<file path="config.mk">
export PLATFORM = sky130hd
export DESIGN_NAME = snslp_dev_flat
export DESIGN_NICKNAME = d
export VERILOG_FILES = /design/src/hw/snslp_pkg.sv /design/src/hw/snslp_if.sv /design/src/hw/snslp_dev.sv /design/src/flat_wrapper.sv
export SDC_FILE = /design/constraint.sdc
export NUM_CORES = 1
export LEC_CHECK = 0
export ABC_AREA = 1
export ABC_CLOCK_PERIOD_IN_PS = 5000
export BUFFER_PORTS_ARGS = -buffer_cell sky130_fd_sc_hd__buf_2
export CORE_AREA = 4 4 126 128
export DETAILED_ROUTE_END_ITERATION = 8
export DIE_AREA = 0 0 130 132
export PLACE_DENSITY = 0.42
export REMOVE_ABC_BUFFERS = 1
export SETUP_SLACK_MARGIN = 0.3
export SLEW_MARGIN = 25
export SYNTH_ARGS = -nofsm -noshare
export SYNTH_HDL_FRONTEND = slang
export SYNTH_SLANG_ARGS = --single-unit
</file>
<file path="constraint.sdc">
create_clock -name clk -period 5 [get_ports clk]
set_input_delay 0.75 -clock clk [delete_from_list [all_inputs] [get_ports clk]]
set_output_delay 0.75 -clock clk [all_outputs]
set_load 0.02 [all_outputs]
</file>
<file path="src/hw/snslp_pkg.sv">
// Shared constants for the serial-number read and low-power command block.
// Assumes a 20 MHz system clock on both ends and SPI mode 0 on the link.
`default_nettype none
package snslp_pkg;
   // Opcodes
   localparam logic [7:0] SNSLP_OP_SN_READ = 8'hC3;
   localparam logic [7:0] SNSLP_OP_DEEP_SLEEP = 8'hBA;
   localparam logic [7:0] SNSLP_OP_LOW_SLEEP = 8'hB9;
   // Serial-number space
   localparam int SNSLP_SN_BYTES = 8;
   localparam logic [63:0] SNSLP_SN_RESET = 64'h0000_0000_0000_0000;
   // System clock
   localparam int SNSLP_CLK_NS = 50;
   // Delays in ns (no printed values; plain defaults)
   localparam int SNSLP_DEEP_ENTRY_NS = 3000;
   localparam int SNSLP_DEEP_EXIT_NS = 10000;
   localparam int SNSLP_WAKE_PULSE_NS = 450;
   localparam int SNSLP_LOW_ENTRY_NS = 3000;
   localparam int SNSLP_LOW_EXIT_NS = 50000;
   // Cycle counts: least times round up, longest times round down
   localparam int SNSLP_DEEP_ENTRY_CYC = (SNSLP_DEEP_ENTRY_NS + SNSLP_CLK_NS - 1) / SNSLP_CLK_NS;
   localparam int SNSLP_DEEP_EXIT_CYC = SNSLP_DEEP_EXIT_NS / SNSLP_CLK_NS;
   localparam int SNSLP_WAKE_PULSE_CYC = (SNSLP_WAKE_PULSE_NS + SNSLP_CLK_NS - 1) / SNSLP_CLK_NS;
   localparam int SNSLP_LOW_ENTRY_CYC = (SNSLP_LOW_ENTRY_NS + SNSLP_CLK_NS - 1) / SNSLP_CLK_NS;
   localparam int SNSLP_LOW_EXIT_CYC = SNSLP_LOW_EXIT_NS / SNSLP_CLK_NS;
   // Host link clock divider: half period in system cycles (400 ns link period)
   localparam int SNSLP_SCK_HALF_CYC = 4;
   // Host command codes
   localparam logic [1:0] SNSLP_HCMD_SN_READ = 2'h0;
   localparam logic [1:0] SNSLP_HCMD_DEEP = 2'h1;
   localparam logic [1:0] SNSLP_HCMD_LOW = 2'h2;
   localparam logic [1:0] SNSLP_HCMD_WAKE = 2'h3;
endpackage : snslp_pkg
`default_nettype wire

</file>
<file path="src/hw/snslp_if.sv">
// SPI link between the memory end and the bus-master end.
// Assumes the bench resolves the serial output from its enable (low enable = drive).
`default_nettype none
interface snslp_if;
   logic cs_n;     // Chip select, active low, from host
   logic sck;      // Link clock from host
   logic si;       // Serial data host to device
   logic so_o;     // Device serial output value
   logic so_oe_n;  // Device output enable, low while driving
   modport dev (input cs_n, input sck, input si, output so_o, output so_oe_n);
   modport host (output cs_n, output sck, output si, input so_o, input so_oe_n);
endinterface : snslp_if
`default_nettype wire

</file>
<file path="src/hw/snslp_dev.sv">
// Memory end: decodes serial-number read and the two low-power commands.
// Assumes link pins are asynchronous to clk and are sampled through three flops.
`default_nettype none
module snslp_dev
   import snslp_pkg::*;
#(
   parameter int DEEP_ENTRY_CYC = SNSLP_DEEP_ENTRY_CYC,
   parameter int DEEP_EXIT_CYC = SNSLP_DEEP_EXIT_CYC,
   parameter int WAKE_PULSE_CYC = SNSLP_WAKE_PULSE_CYC,
   parameter int LOW_ENTRY_CYC = SNSLP_LOW_ENTRY_CYC,
   parameter int LOW_EXIT_CYC = SNSLP_LOW_EXIT_CYC
) (
   // Clock and reset
   input wire logic clk,
   input wire logic srst,
   // Link
   snslp_if.dev lnk,
   // User side: stored serial number, status
   input wire logic [63:0] sn_value,
   output logic asleep,
   output logic waking
);
   import snslp_pkg::*;

   typedef enum logic [5:0] {
      ST_ACTIVE = 6'b000001,  // Normal command decode
      ST_ENTER  = 6'b000010,  // Entry delay running
      ST_DEEP   = 6'b000100,  // Deep power-down
      ST_LOW    = 6'b001000,  // Lowest-power sleep
      ST_WAKE   = 6'b010000,  // Exit delay running
      ST_PULSE  = 6'b100000   // Measuring wake pulse width
   } snslp_state_type;

   ////////////////////////////////////////////////////////////////////
   // Three-flop sampling of link pins; for select and clock, second and third must agree
   logic [2:0] cs_sync_r, sck_sync_r, si_sync_r;
   logic cs_n_r, sck_r;
   always_ff @(posedge clk) begin
      if (srst) begin
         cs_sync_r <= 3'h7;
         sck_sync_r <= 3'h0;
         si_sync_r <= 3'h0;
      end else begin
         cs_sync_r <= {cs_sync_r[1:0], lnk.cs_n};
         sck_sync_r <= {sck_sync_r[1:0], lnk.sck};
         si_sync_r <= {si_sync_r[1:0], lnk.si};
      end
   end

   // Filtered levels update only when stages two and three agree
   wire cs_agree = (cs_sync_r[1] == cs_sync_r[2]);
   wire sck_agree = (sck_sync_r[1] == sck_sync_r[2]);
   always_ff @(posedge clk) begin
      if (srst) begin
         cs_n_r <= 1'b1;
         sck_r <= 1'b0;
      end else begin
         if (cs_agree) begin
            cs_n_r <= cs_sync_r[2];
         end
         if (sck_agree) begin
            sck_r <= sck_sync_r[2];
         end
      end
   end

   wire cs_fall = cs_agree && !cs_sync_r[2] && cs_n_r;
   wire cs_rise = cs_agree && cs_sync_r[2] && !cs_n_r;
   wire sck_rise = sck_agree && sck_sync_r[2] && !sck_r && !cs_n_r;
   wire sck_fall = sck_agree && !sck_sync_r[2] && sck_r && !cs_n_r;

   ////////////////////////////////////////////////////////////////////
   // Frame state
   snslp_state_type state_r, state_nxt;
   logic [7:0] shift_r;        // Incoming opcode bits
   logic [3:0] bit_cnt_r;      // Bits received, saturates at 8
   logic [7:0] opcode_r;       // Latched opcode of this frame
   logic reading_r;            // Serial-number read in progress
   logic [2:0] byte_idx_r;     // Byte being sent
   logic [2:0] out_bit_r;      // Bit within byte, MSb first
   logic so_r;                 // Output bit register
   logic go_deep_r;            // Target of pending entry
   logic [15:0] cnt_r;         // Delay counter

   wire active = (state_r == ST_ACTIVE);
   wire opcode_done = active && sck_rise && (bit_cnt_r == 4'h7);
   wire [7:0] op_next = {shift_r[6:0], si_sync_r[2]};
   wire [7:0] sn_byte = sn_value[{byte_idx_r, 3'h0} +: 8];
   wire cnt_zero = (cnt_r == 16'h0000);

   // Serial shifting: only in the active state, sleep ignores the pins
   always_ff @(posedge clk) begin
      if (srst || !active || cs_n_r) begin
         shift_r <= 8'h00;
         bit_cnt_r <= 4'h0;
         reading_r <= 1'b0;
         byte_idx_r <= 3'h0;
         out_bit_r <= 3'h7;
         if (srst) begin
            opcode_r <= 8'h00;
         end else if (cs_fall) begin
            opcode_r <= 8'h00;
         end
      end else begin
         if (sck_rise && bit_cnt_r < 4'h8) begin
            shift_r <= op_next;
            bit_cnt_r <= bit_cnt_r + 4'h1;
         end
         if (opcode_done) begin
            opcode_r <= op_next;
            reading_r <= (op_next == SNSLP_OP_SN_READ);
         end
         if (reading_r && sck_fall) begin
            out_bit_r <= out_bit_r - 3'h1;
            if (out_bit_r == 3'h0) begin
               byte_idx_r <= byte_idx_r + 3'h1;  // wraps 7 to 0
            end
         end
      end
   end

   // Output bit launched on falling link edge, mode 0
   always_ff @(posedge clk) begin
      if (srst) begin
         so_r <= 1'b0;
      end else if (reading_r && sck_fall) begin
         so_r <= sn_byte[out_bit_r];
      end
   end

   ////////////////////////////////////////////////////////////////////
   // Power state machine
   always_comb begin
      state_nxt = state_r;
      unique case (state_r)
         ST_ACTIVE: begin
            if (cs_rise && (opcode_r == SNSLP_OP_DEEP_SLEEP
                            || opcode_r == SNSLP_OP_LOW_SLEEP)) begin
               state_nxt = ST_ENTER;
            end
         end
         ST_ENTER: begin
            if (cnt_zero) begin
               state_nxt = go_deep_r ? ST_DEEP : ST_LOW;
            end
         end
         ST_DEEP: begin
            if (cs_fall) begin
               state_nxt = ST_PULSE;
            end
         end
         ST_PULSE: begin
            // Pulse must last the wake width; a short one is discarded
            if (cs_rise) begin
               state_nxt = cnt_zero ? ST_WAKE : ST_DEEP;
            end else if (cnt_zero) begin
               state_nxt = ST_WAKE;
            end
         end
         ST_LOW: begin
            if (cs_fall) begin
               state_nxt = ST_WAKE;
            end
         end
         ST_WAKE: begin
            if (cnt_zero) begin
               state_nxt = ST_ACTIVE;
            end
         end
         default: state_nxt = ST_ACTIVE;
      endcase
   end

   // State, target and delay counter
   always_ff @(posedge clk) begin
      if (srst) begin
         state_r <= ST_ACTIVE;
         go_deep_r <= 1'b0;
         cnt_r <= 16'h0000;
      end else begin
         state_r <= state_nxt;
         if (state_nxt != state_r) begin
            unique case (state_nxt)
               ST_ENTER: begin
                  go_deep_r <= (opcode_r == SNSLP_OP_DEEP_SLEEP);
                  cnt_r <= (opcode_r == SNSLP_OP_DEEP_SLEEP)
                           ? 16'(DEEP_ENTRY_CYC - 1) : 16'(LOW_ENTRY_CYC - 1);
               end
               ST_PULSE: cnt_r <= 16'(WAKE_PULSE_CYC - 1);
               ST_WAKE: cnt_r <= go_deep_r ? 16'(DEEP_EXIT_CYC - 1)
                                           : 16'(LOW_EXIT_CYC - 1);
               default: cnt_r <= 16'h0000;
            endcase
         end else if (!cnt_zero) begin
            cnt_r <= cnt_r - 16'h0001;
         end
      end
   end

   ////////////////////////////////////////////////////////////////////
   // Pins and status; wakeup traffic is dropped since decode is idle
   assign lnk.so_o = so_r;
   assign lnk.so_oe_n = !(active && reading_r && !cs_n_r);
   assign asleep = (state_r == ST_DEEP) || (state_r == ST_LOW) || (state_r == ST_PULSE);
   assign waking = (state_r == ST_WAKE);
endmodule : snslp_dev
`default_nettype wire

</file>
<file path="src/flat_wrapper.sv">
// flat-port wrapper written by rule: the top's interface ports become plain ports
module snslp_dev_flat import snslp_pkg::*;
#(
   parameter int DEEP_ENTRY_CYC = SNSLP_DEEP_ENTRY_CYC,
   parameter int DEEP_EXIT_CYC = SNSLP_DEEP_EXIT_CYC,
   parameter int WAKE_PULSE_CYC = SNSLP_WAKE_PULSE_CYC,
   parameter int LOW_ENTRY_CYC = SNSLP_LOW_ENTRY_CYC,
   parameter int LOW_EXIT_CYC = SNSLP_LOW_EXIT_CYC
)
  (clk, srst, sn_value, asleep, waking, lnk_cs_n, lnk_sck, lnk_si, lnk_so_o, lnk_so_oe_n);
  snslp_if lnk_i ();
  input wire logic clk;
  input wire logic srst;
  input wire logic [63:0] sn_value;
  output logic asleep;
  output logic waking;
  input wire logic [$bits(lnk_i.cs_n)-1:0] lnk_cs_n;
  input wire logic [$bits(lnk_i.sck)-1:0] lnk_sck;
  input wire logic [$bits(lnk_i.si)-1:0] lnk_si;
  output wire logic [$bits(lnk_i.so_o)-1:0] lnk_so_o;
  output wire logic [$bits(lnk_i.so_oe_n)-1:0] lnk_so_oe_n;
  assign lnk_i.cs_n = lnk_cs_n;
  assign lnk_i.sck = lnk_sck;
  assign lnk_i.si = lnk_si;
  assign lnk_so_o = lnk_i.so_o;
  assign lnk_so_oe_n = lnk_i.so_oe_n;
  snslp_dev #(.DEEP_ENTRY_CYC(DEEP_ENTRY_CYC), .DEEP_EXIT_CYC(DEEP_EXIT_CYC), .WAKE_PULSE_CYC(WAKE_PULSE_CYC), .LOW_ENTRY_CYC(LOW_ENTRY_CYC), .LOW_EXIT_CYC(LOW_EXIT_CYC)) u_core (.clk(clk), .srst(srst), .lnk(lnk_i), .sn_value(sn_value), .asleep(asleep), .waking(waking));
endmodule
</file>
**Yosys cells after proc, flatten, opt, wreduce, memory -nomap -nowiden**

Index checks and enable logic that the tools add are counted.

- Bits in registers: 61
- Input bits: 69
- Logic and storage cells: 94

- Add/sub/neg operators: 4
- Magnitude comparators: 2
- Equality and inequality tests: 18
- Shifts and indexed selects: 1
- Multiplexer cells: 20
- Reductions and logical operators: 34

Operator list:

| cell | count |
|---|---|
| $shiftx 64x7->8 | 1 |
| $pmux 16 s3 | 1 |
| $mux 6 | 7 |
| $pmux 6 s6 | 1 |
| $mux 16 | 2 |
| $mux 8 | 4 |
| $eq 8x8->1 const B | 3 |
| $logic_and 1x1->1 | 17 |
| $logic_not 16->1 | 1 |
| $sub 16x1->16 const B | 1 |
| $eq 6x2->1 const B | 2 |
| $eq 6x5->1 const B | 2 |
| $eq 6x6->1 const B | 2 |
| $mux 10 | 1 |
| $eq 6x1->1 const B | 1 |
| $eq 6x3->1 const B | 1 |
| $eq 6x4->1 const B | 1 |
| $logic_not 1->1 | 6 |
| $ne 6x6->1 | 1 |
| $reduce_and 2->1 | 3 |
| $logic_or 1x1->1 | 5 |
| $mux 5 | 1 |
| $add 4x1->4 const B | 1 |
| $eq 4x3->1 const B | 1 |
| other kinds (12) | 13 |

**Logic depth before layout (Yosys ltp)**

- Word-level depth: 9
- Depth in mapped cells: 16
- Gate-level depth less buffers: 16

**Worst setup path after synthesis**

OpenSTA, ideal clock, no wires.

- Path type: register to register
- From: reg u_core.state_r[0]
- To: reg u_core.cnt_r[3]
- Setup time: 0.128 ns
- Arrival: 1.745 ns
- Data required time: 4.872 ns
- Setup slack: 3.128 ns
- Stages on the path, launching flop included: 12
- Path through: dfxtp_1 -> nor2_1 -> nand2_2 -> nor2_1 -> nand2_1 -> nand4_1 -> nand3_1 -> nor2_4 -> buf_6 -> nand4_1 -> nand2_1 -> nor2_1

- Elaborated cells between the ends (all ways): 21

RTL lines:

| element | RTL line | source |
|---|---|---|
| start: declaration | snslp_dev.sv:74 | `snslp_state_type state_r, state_nxt;` |
| start signal: assignment | snslp_dev.sv:181 | `state_r <= state_nxt;` |
| $eq 6x5->1 (*) | -- |  |
| via waking | flat_wrapper.sv:16 | `output logic waking;` |
| $pmux 6 s6 (*) | snslp_dev.sv:135 | `unique case (state_r)` |
| $eq 6x5->1, or another cell as far along | snslp_dev.sv:183 | `unique case (state_nxt)` |
| $pmux 16 s3 | snslp_dev.sv:183 |  |
| $mux 16 | snslp_dev.sv:182 | `if (state_nxt != state_r) begin` |
| end signal: assignment | snslp_dev.sv:186 | `cnt_r <= (opcode_r == SNSLP_OP_DEEP_SLEEP)` |
| end signal: assignment | snslp_dev.sv:189 | `ST_PULSE: cnt_r <= 16'(WAKE_PULSE_CYC - 1);` |
| end signal: assignment | snslp_dev.sv:190 | `ST_WAKE: cnt_r <= go_deep_r ? 16'(DEEP_EXIT_CYC - 1)` |
| end: declaration | snslp_dev.sv:83 | `logic [15:0] cnt_r;` |

The timed path passes the listed nets; every way through them passes the cells marked *.
A chain may end at the register's enable or synchronous reset.

**Worst setup path after layout**

- From: reg u_core.cnt_r[0]
- To: reg u_core.cnt_r[2]

- Cells in the longest elaborated chain, start to end: 7
- Elaborated cells between the ends (all ways): 16

RTL lines:

| element | RTL line | source |
|---|---|---|
| $logic_not 16->1 | snslp_dev.sv:89 | `wire cnt_zero = (cnt_r == 16'h0000);` |
| $mux 6 / $mux 5 (equally long branches) | snslp_dev.sv:156, snslp_dev.sv:155 |  |
| $mux 6 | snslp_dev.sv:154 | `if (cs_rise) begin` |
| $pmux 6 s6 | snslp_dev.sv:135 |  |
| $eq 6x5->1, or another cell as far along | snslp_dev.sv:183 |  |
| $pmux 16 s3 | snslp_dev.sv:183 |  |
| $mux 16 | snslp_dev.sv:182 |  |

Parallel ways exist; a longest one is shown, timed or not. The select of a mux whose other input is x is not followed.

==> results.md <==
* Port buffer count at 72
* Register bit total from synthesis at 61
* DR vias/cell at 4.45
* Mapped Area at ~0.0036 mm²
* Vias at 3,556
* CTS Hold Bufs at 0
* Internal power at between 1 and 1.5 mW
* Fin crit share at 52.7%
* Net Sw Frac at between 30% and 40%
* Met3 usage at approximately 3.1%
* I/O pins at 73
* CTS tree: yes
* Max_cap viols at 0
* Avg Synthesized Cell Area at 6.70 µm²
* Cts repair resizes at 0
* NetSw at between 0.6 and 0.7 mW
* GRT Max-Usage Layer: met2
* Sink Count at ~60
* CTS root buf: clkbuf_16
* Clk_lat worst skew at approximately 330 ps
* Total power at 1.81 mW
* Fmax achieved at 379 MHz
* Async set-or-reset flop fraction in the synthesized netlist at 0%
* RR Startpoint: u_core.cnt_r[0]
* WHS at 405 ps
* Final setup margin at 2360 ps
* Clock transition at the registers of the reported paths at approximately 50 ps
* Longest Clk Path Bufs at 2
* Initial antenna violation count at 0
* EDFF count, synth at 8
* Skew final at between 4 and 5 ps
* CTS H-tree depth at 3
* End of the critical path: u_core.cnt_r[2]
* Mapped Cells at 540
* Worst-Margin Slew at 865 ps
* Total GRT Usage at between 10% and 20%
* Remaining routing DRC violations at 0
* Die height at between 100 and 150 µm
* Sum of negative setup slack at 0 ps
* Met1 Use GR at about 16%
* Starting density of the core at ~24%
* Critical path origin: u_core.cnt_r[0]
* DRT iter0 DRCs at around 120
* GRT overflow at 0
* Post-layout min period at 2640 ps
* Die area at ~0.017 mm²
* Detail Route Antenna Nets at 0
* Largest net degree at the start of global routing at 35
* Met2 GRT Util at a little under a fifth
* Total number of yosys warnings at 0
* Setup bufs post-CTS at 0
* Setup crit end kind: flip-flop
* Fill cells at between 1,500 and 2,000
* Setup Crit Path Kind: flip-flop to flip-flop
* Pre-CTS worst setup slack at 2100 ps
* RSZ-0062 raised after global routing: false
* Max Fanout on Critical Path at 13
* CP startpoint kind: flip-flop
* Routed length per instance at about 12 µm
* FF/Latch Area at 0.00130 mm²
* VDD IR max at ~0.14 mV
* FF-to-FF setup slack at around 2400 ps
* Nets at between 600 and 700
* Core Box Area at about 0.015 mm²
* Num CTS Buffers at 9
* Area Growth Syn to Fin at 23.0%
* Finished Layout Cells at 800
* First-pass DRT Iterations at 4
* First-pass GRT wire length at between 15,000 and 20,000 µm
* Reg2Reg Depth at 11
* Finish-stage setup viols at 0
* Ant diodes at 0
* Final HPWL DP at roughly 7400 µm
* Final hold vios at 0
* Gp weighted congestion at ~0.84
* Multi-input logic area at approximately 0.0020 mm²
* Flop pwr share at 33.5%
* R2R Path End: u_core.cnt_r[2]
* Die W at about 130 µm
* Vias in the first global route at 3,489
* Hold Crit Class: flip-flop to flip-flop
* WP data arrival at 2850 ps
* Leak pwr at between 2 and 2.5 nW
* Max-slew headroom at between 40% and 50%
* Yosys cell types at 40
* Clock network power share at 34.2%
* Post-synthesis sequential area ratio at a little over a third
* Placed insts at 784
* Cell Rows at 45
* Pins Over Slew Limit at 0
* Power share of the combinational group at between 30% and 40%
* Synth Flop Type: dfxtp_1
* Critical Path RT at about 5200 ps
* Pwr/cell area at roughly 400 mW/mm²
* Drt total wl at 9720 µm
* Share of layout cells above drive strength 1 at around a fifth
* Status: complete, no violations
-- how the worst min path moves through the flow --
stage                           endpoint  cells past startpoint  slack (ps)                  from
floorplan           u_core.sck_sync_r[1]                      2         390  u_core.sck_sync_r[0]
CTS                 u_core.sck_sync_r[1]                      2         410  u_core.sck_sync_r[0]
finish              u_core.sck_sync_r[1]                      2         400  u_core.sck_sync_r[0]
global placement    u_core.sck_sync_r[1]                      2         390  u_core.sck_sync_r[0]
detailed placement  u_core.sck_sync_r[1]                      2         400  u_core.sck_sync_r[0]
global route        u_core.sck_sync_r[1]                      2         420  u_core.sck_sync_r[0]
-- metal layers --
layer	share of wire [%]	wire length, µm
met1	50	4820
met4	1.7	170
met5	0	0
met3	4.3	417
met2	44	4310
-- cells in the mapped netlist (8+ instances only) --
cell type	n	area, µm²
a21oi_1	17	85.1
clkbuf_1	13	48.8
dfxtp_1	53	1060
edfxtp_1	8	240
ha_1	9	113
inv_1	69	259
nand2_1	97	364
nand3_1	33	165
nand4_1	13	81.3
nor2_1	97	364
o21ai_0	49	245
o22ai_1	16	100
-- critical path, stage by stage (launching register included) --
cell	delay, ps
dfxtp_1	290
inv_1	100
ha_1	260
nand3_2	170
nor2_4	210
nand2_2	160
nand2_2	100
nand4_1	100
a21oi_2	580
nand3_1	250
nand2_1	220
nor2_1	80
-- flip-flops by register name, indices dropped and copies added, names as in the netlist --
| register | flops |
|---|---|
| u_core.sck_r | 1 |
| u_core.si_sync_r | 3 |
| u_core.cnt_r | 16 |
| u_core.out_bit_r | 3 |
| u_core.go_deep_r | 1 |
| u_core.cs_n_r | 1 |
| u_core.bit_cnt_r | 4 |
| u_core.lnk.so_o | 1 |
| u_core.opcode_r | 8 |
| u_core.shift_r | 7 |
| u_core.sck_sync_r | 3 |
| u_core.state_r | 6 |
| u_core.reading_r | 1 |
| u_core.byte_idx_r | 3 |
| u_core.cs_sync_r | 3 |
-- area by class of cell --
type                       count  area share [%]
tap                          188            5.29
sequential                    61            29.3
clock buffer                  16            6.81
timing repair buffer          72            8.10
inverter                      74            6.24
multi-input combinational    389            44.3
-- layout by cell type, fill, tap and decap left out, types with 2 or more instances in the layout --
master / instances
nand3_2: 4
nor2_4: 2
nand2_1: 97
nand4_1: 13
nor3_1: 2
clkbuf_8: 3
or2_2: 3
o21ai_0: 49
nand3_1: 33
inv_1: 69
o21ai_1: 2
buf_2: 72
ha_1: 9
clkbuf_1: 3
o211ai_1: 3
xnor2_1: 6
xor2_1: 6
o22ai_1: 16
inv_2: 2
nor2_2: 7
dfxtp_1: 52
nor2_1: 97
clkbuf_16: 10
nand2_2: 7
clkinv_1: 3
a21oi_1: 17
edfxtp_1: 8
nor4_1: 3
-- metrics by stage --
stage	cell area (µm²)	util, %
after global placement	4140	27.8
final	4450	29.9
after floorplan	3540	-
after detailed placement	4140	27.8
after global routing	4450	29.9
after CTS	4440	29.9
-- power by group through the flow --
stage                     logic [mW]  registers [mW]  clock network (mW)
after global routing           0.665           0.614               0.668
after detailed placement       0.582           0.616                   0
after global placement         0.582           0.616                   0
final                          0.584           0.606               0.617
after floorplan                0.460           0.605                   0
after CTS                      0.585           0.606               0.643
-- logic make-up (layout without fill, tap and decap cells) --
logic type | after synthesis | in the layout | share of synthesized area, %
DFF | 61 | 61 | 36.0
buffers and inverters | 90 | 162 | 9.75
and+or+nand+nor | 274 | 274 | 33.8
adders and majority gates | 9 | 9 | 3.11
muxes | 1 | 1 | 0.311
AOI/OAI and AO/OA | 93 | 93 | 14.1
xor gates and xnor gates | 12 | 12 | 2.91
(Power assumes the default switching activity.)
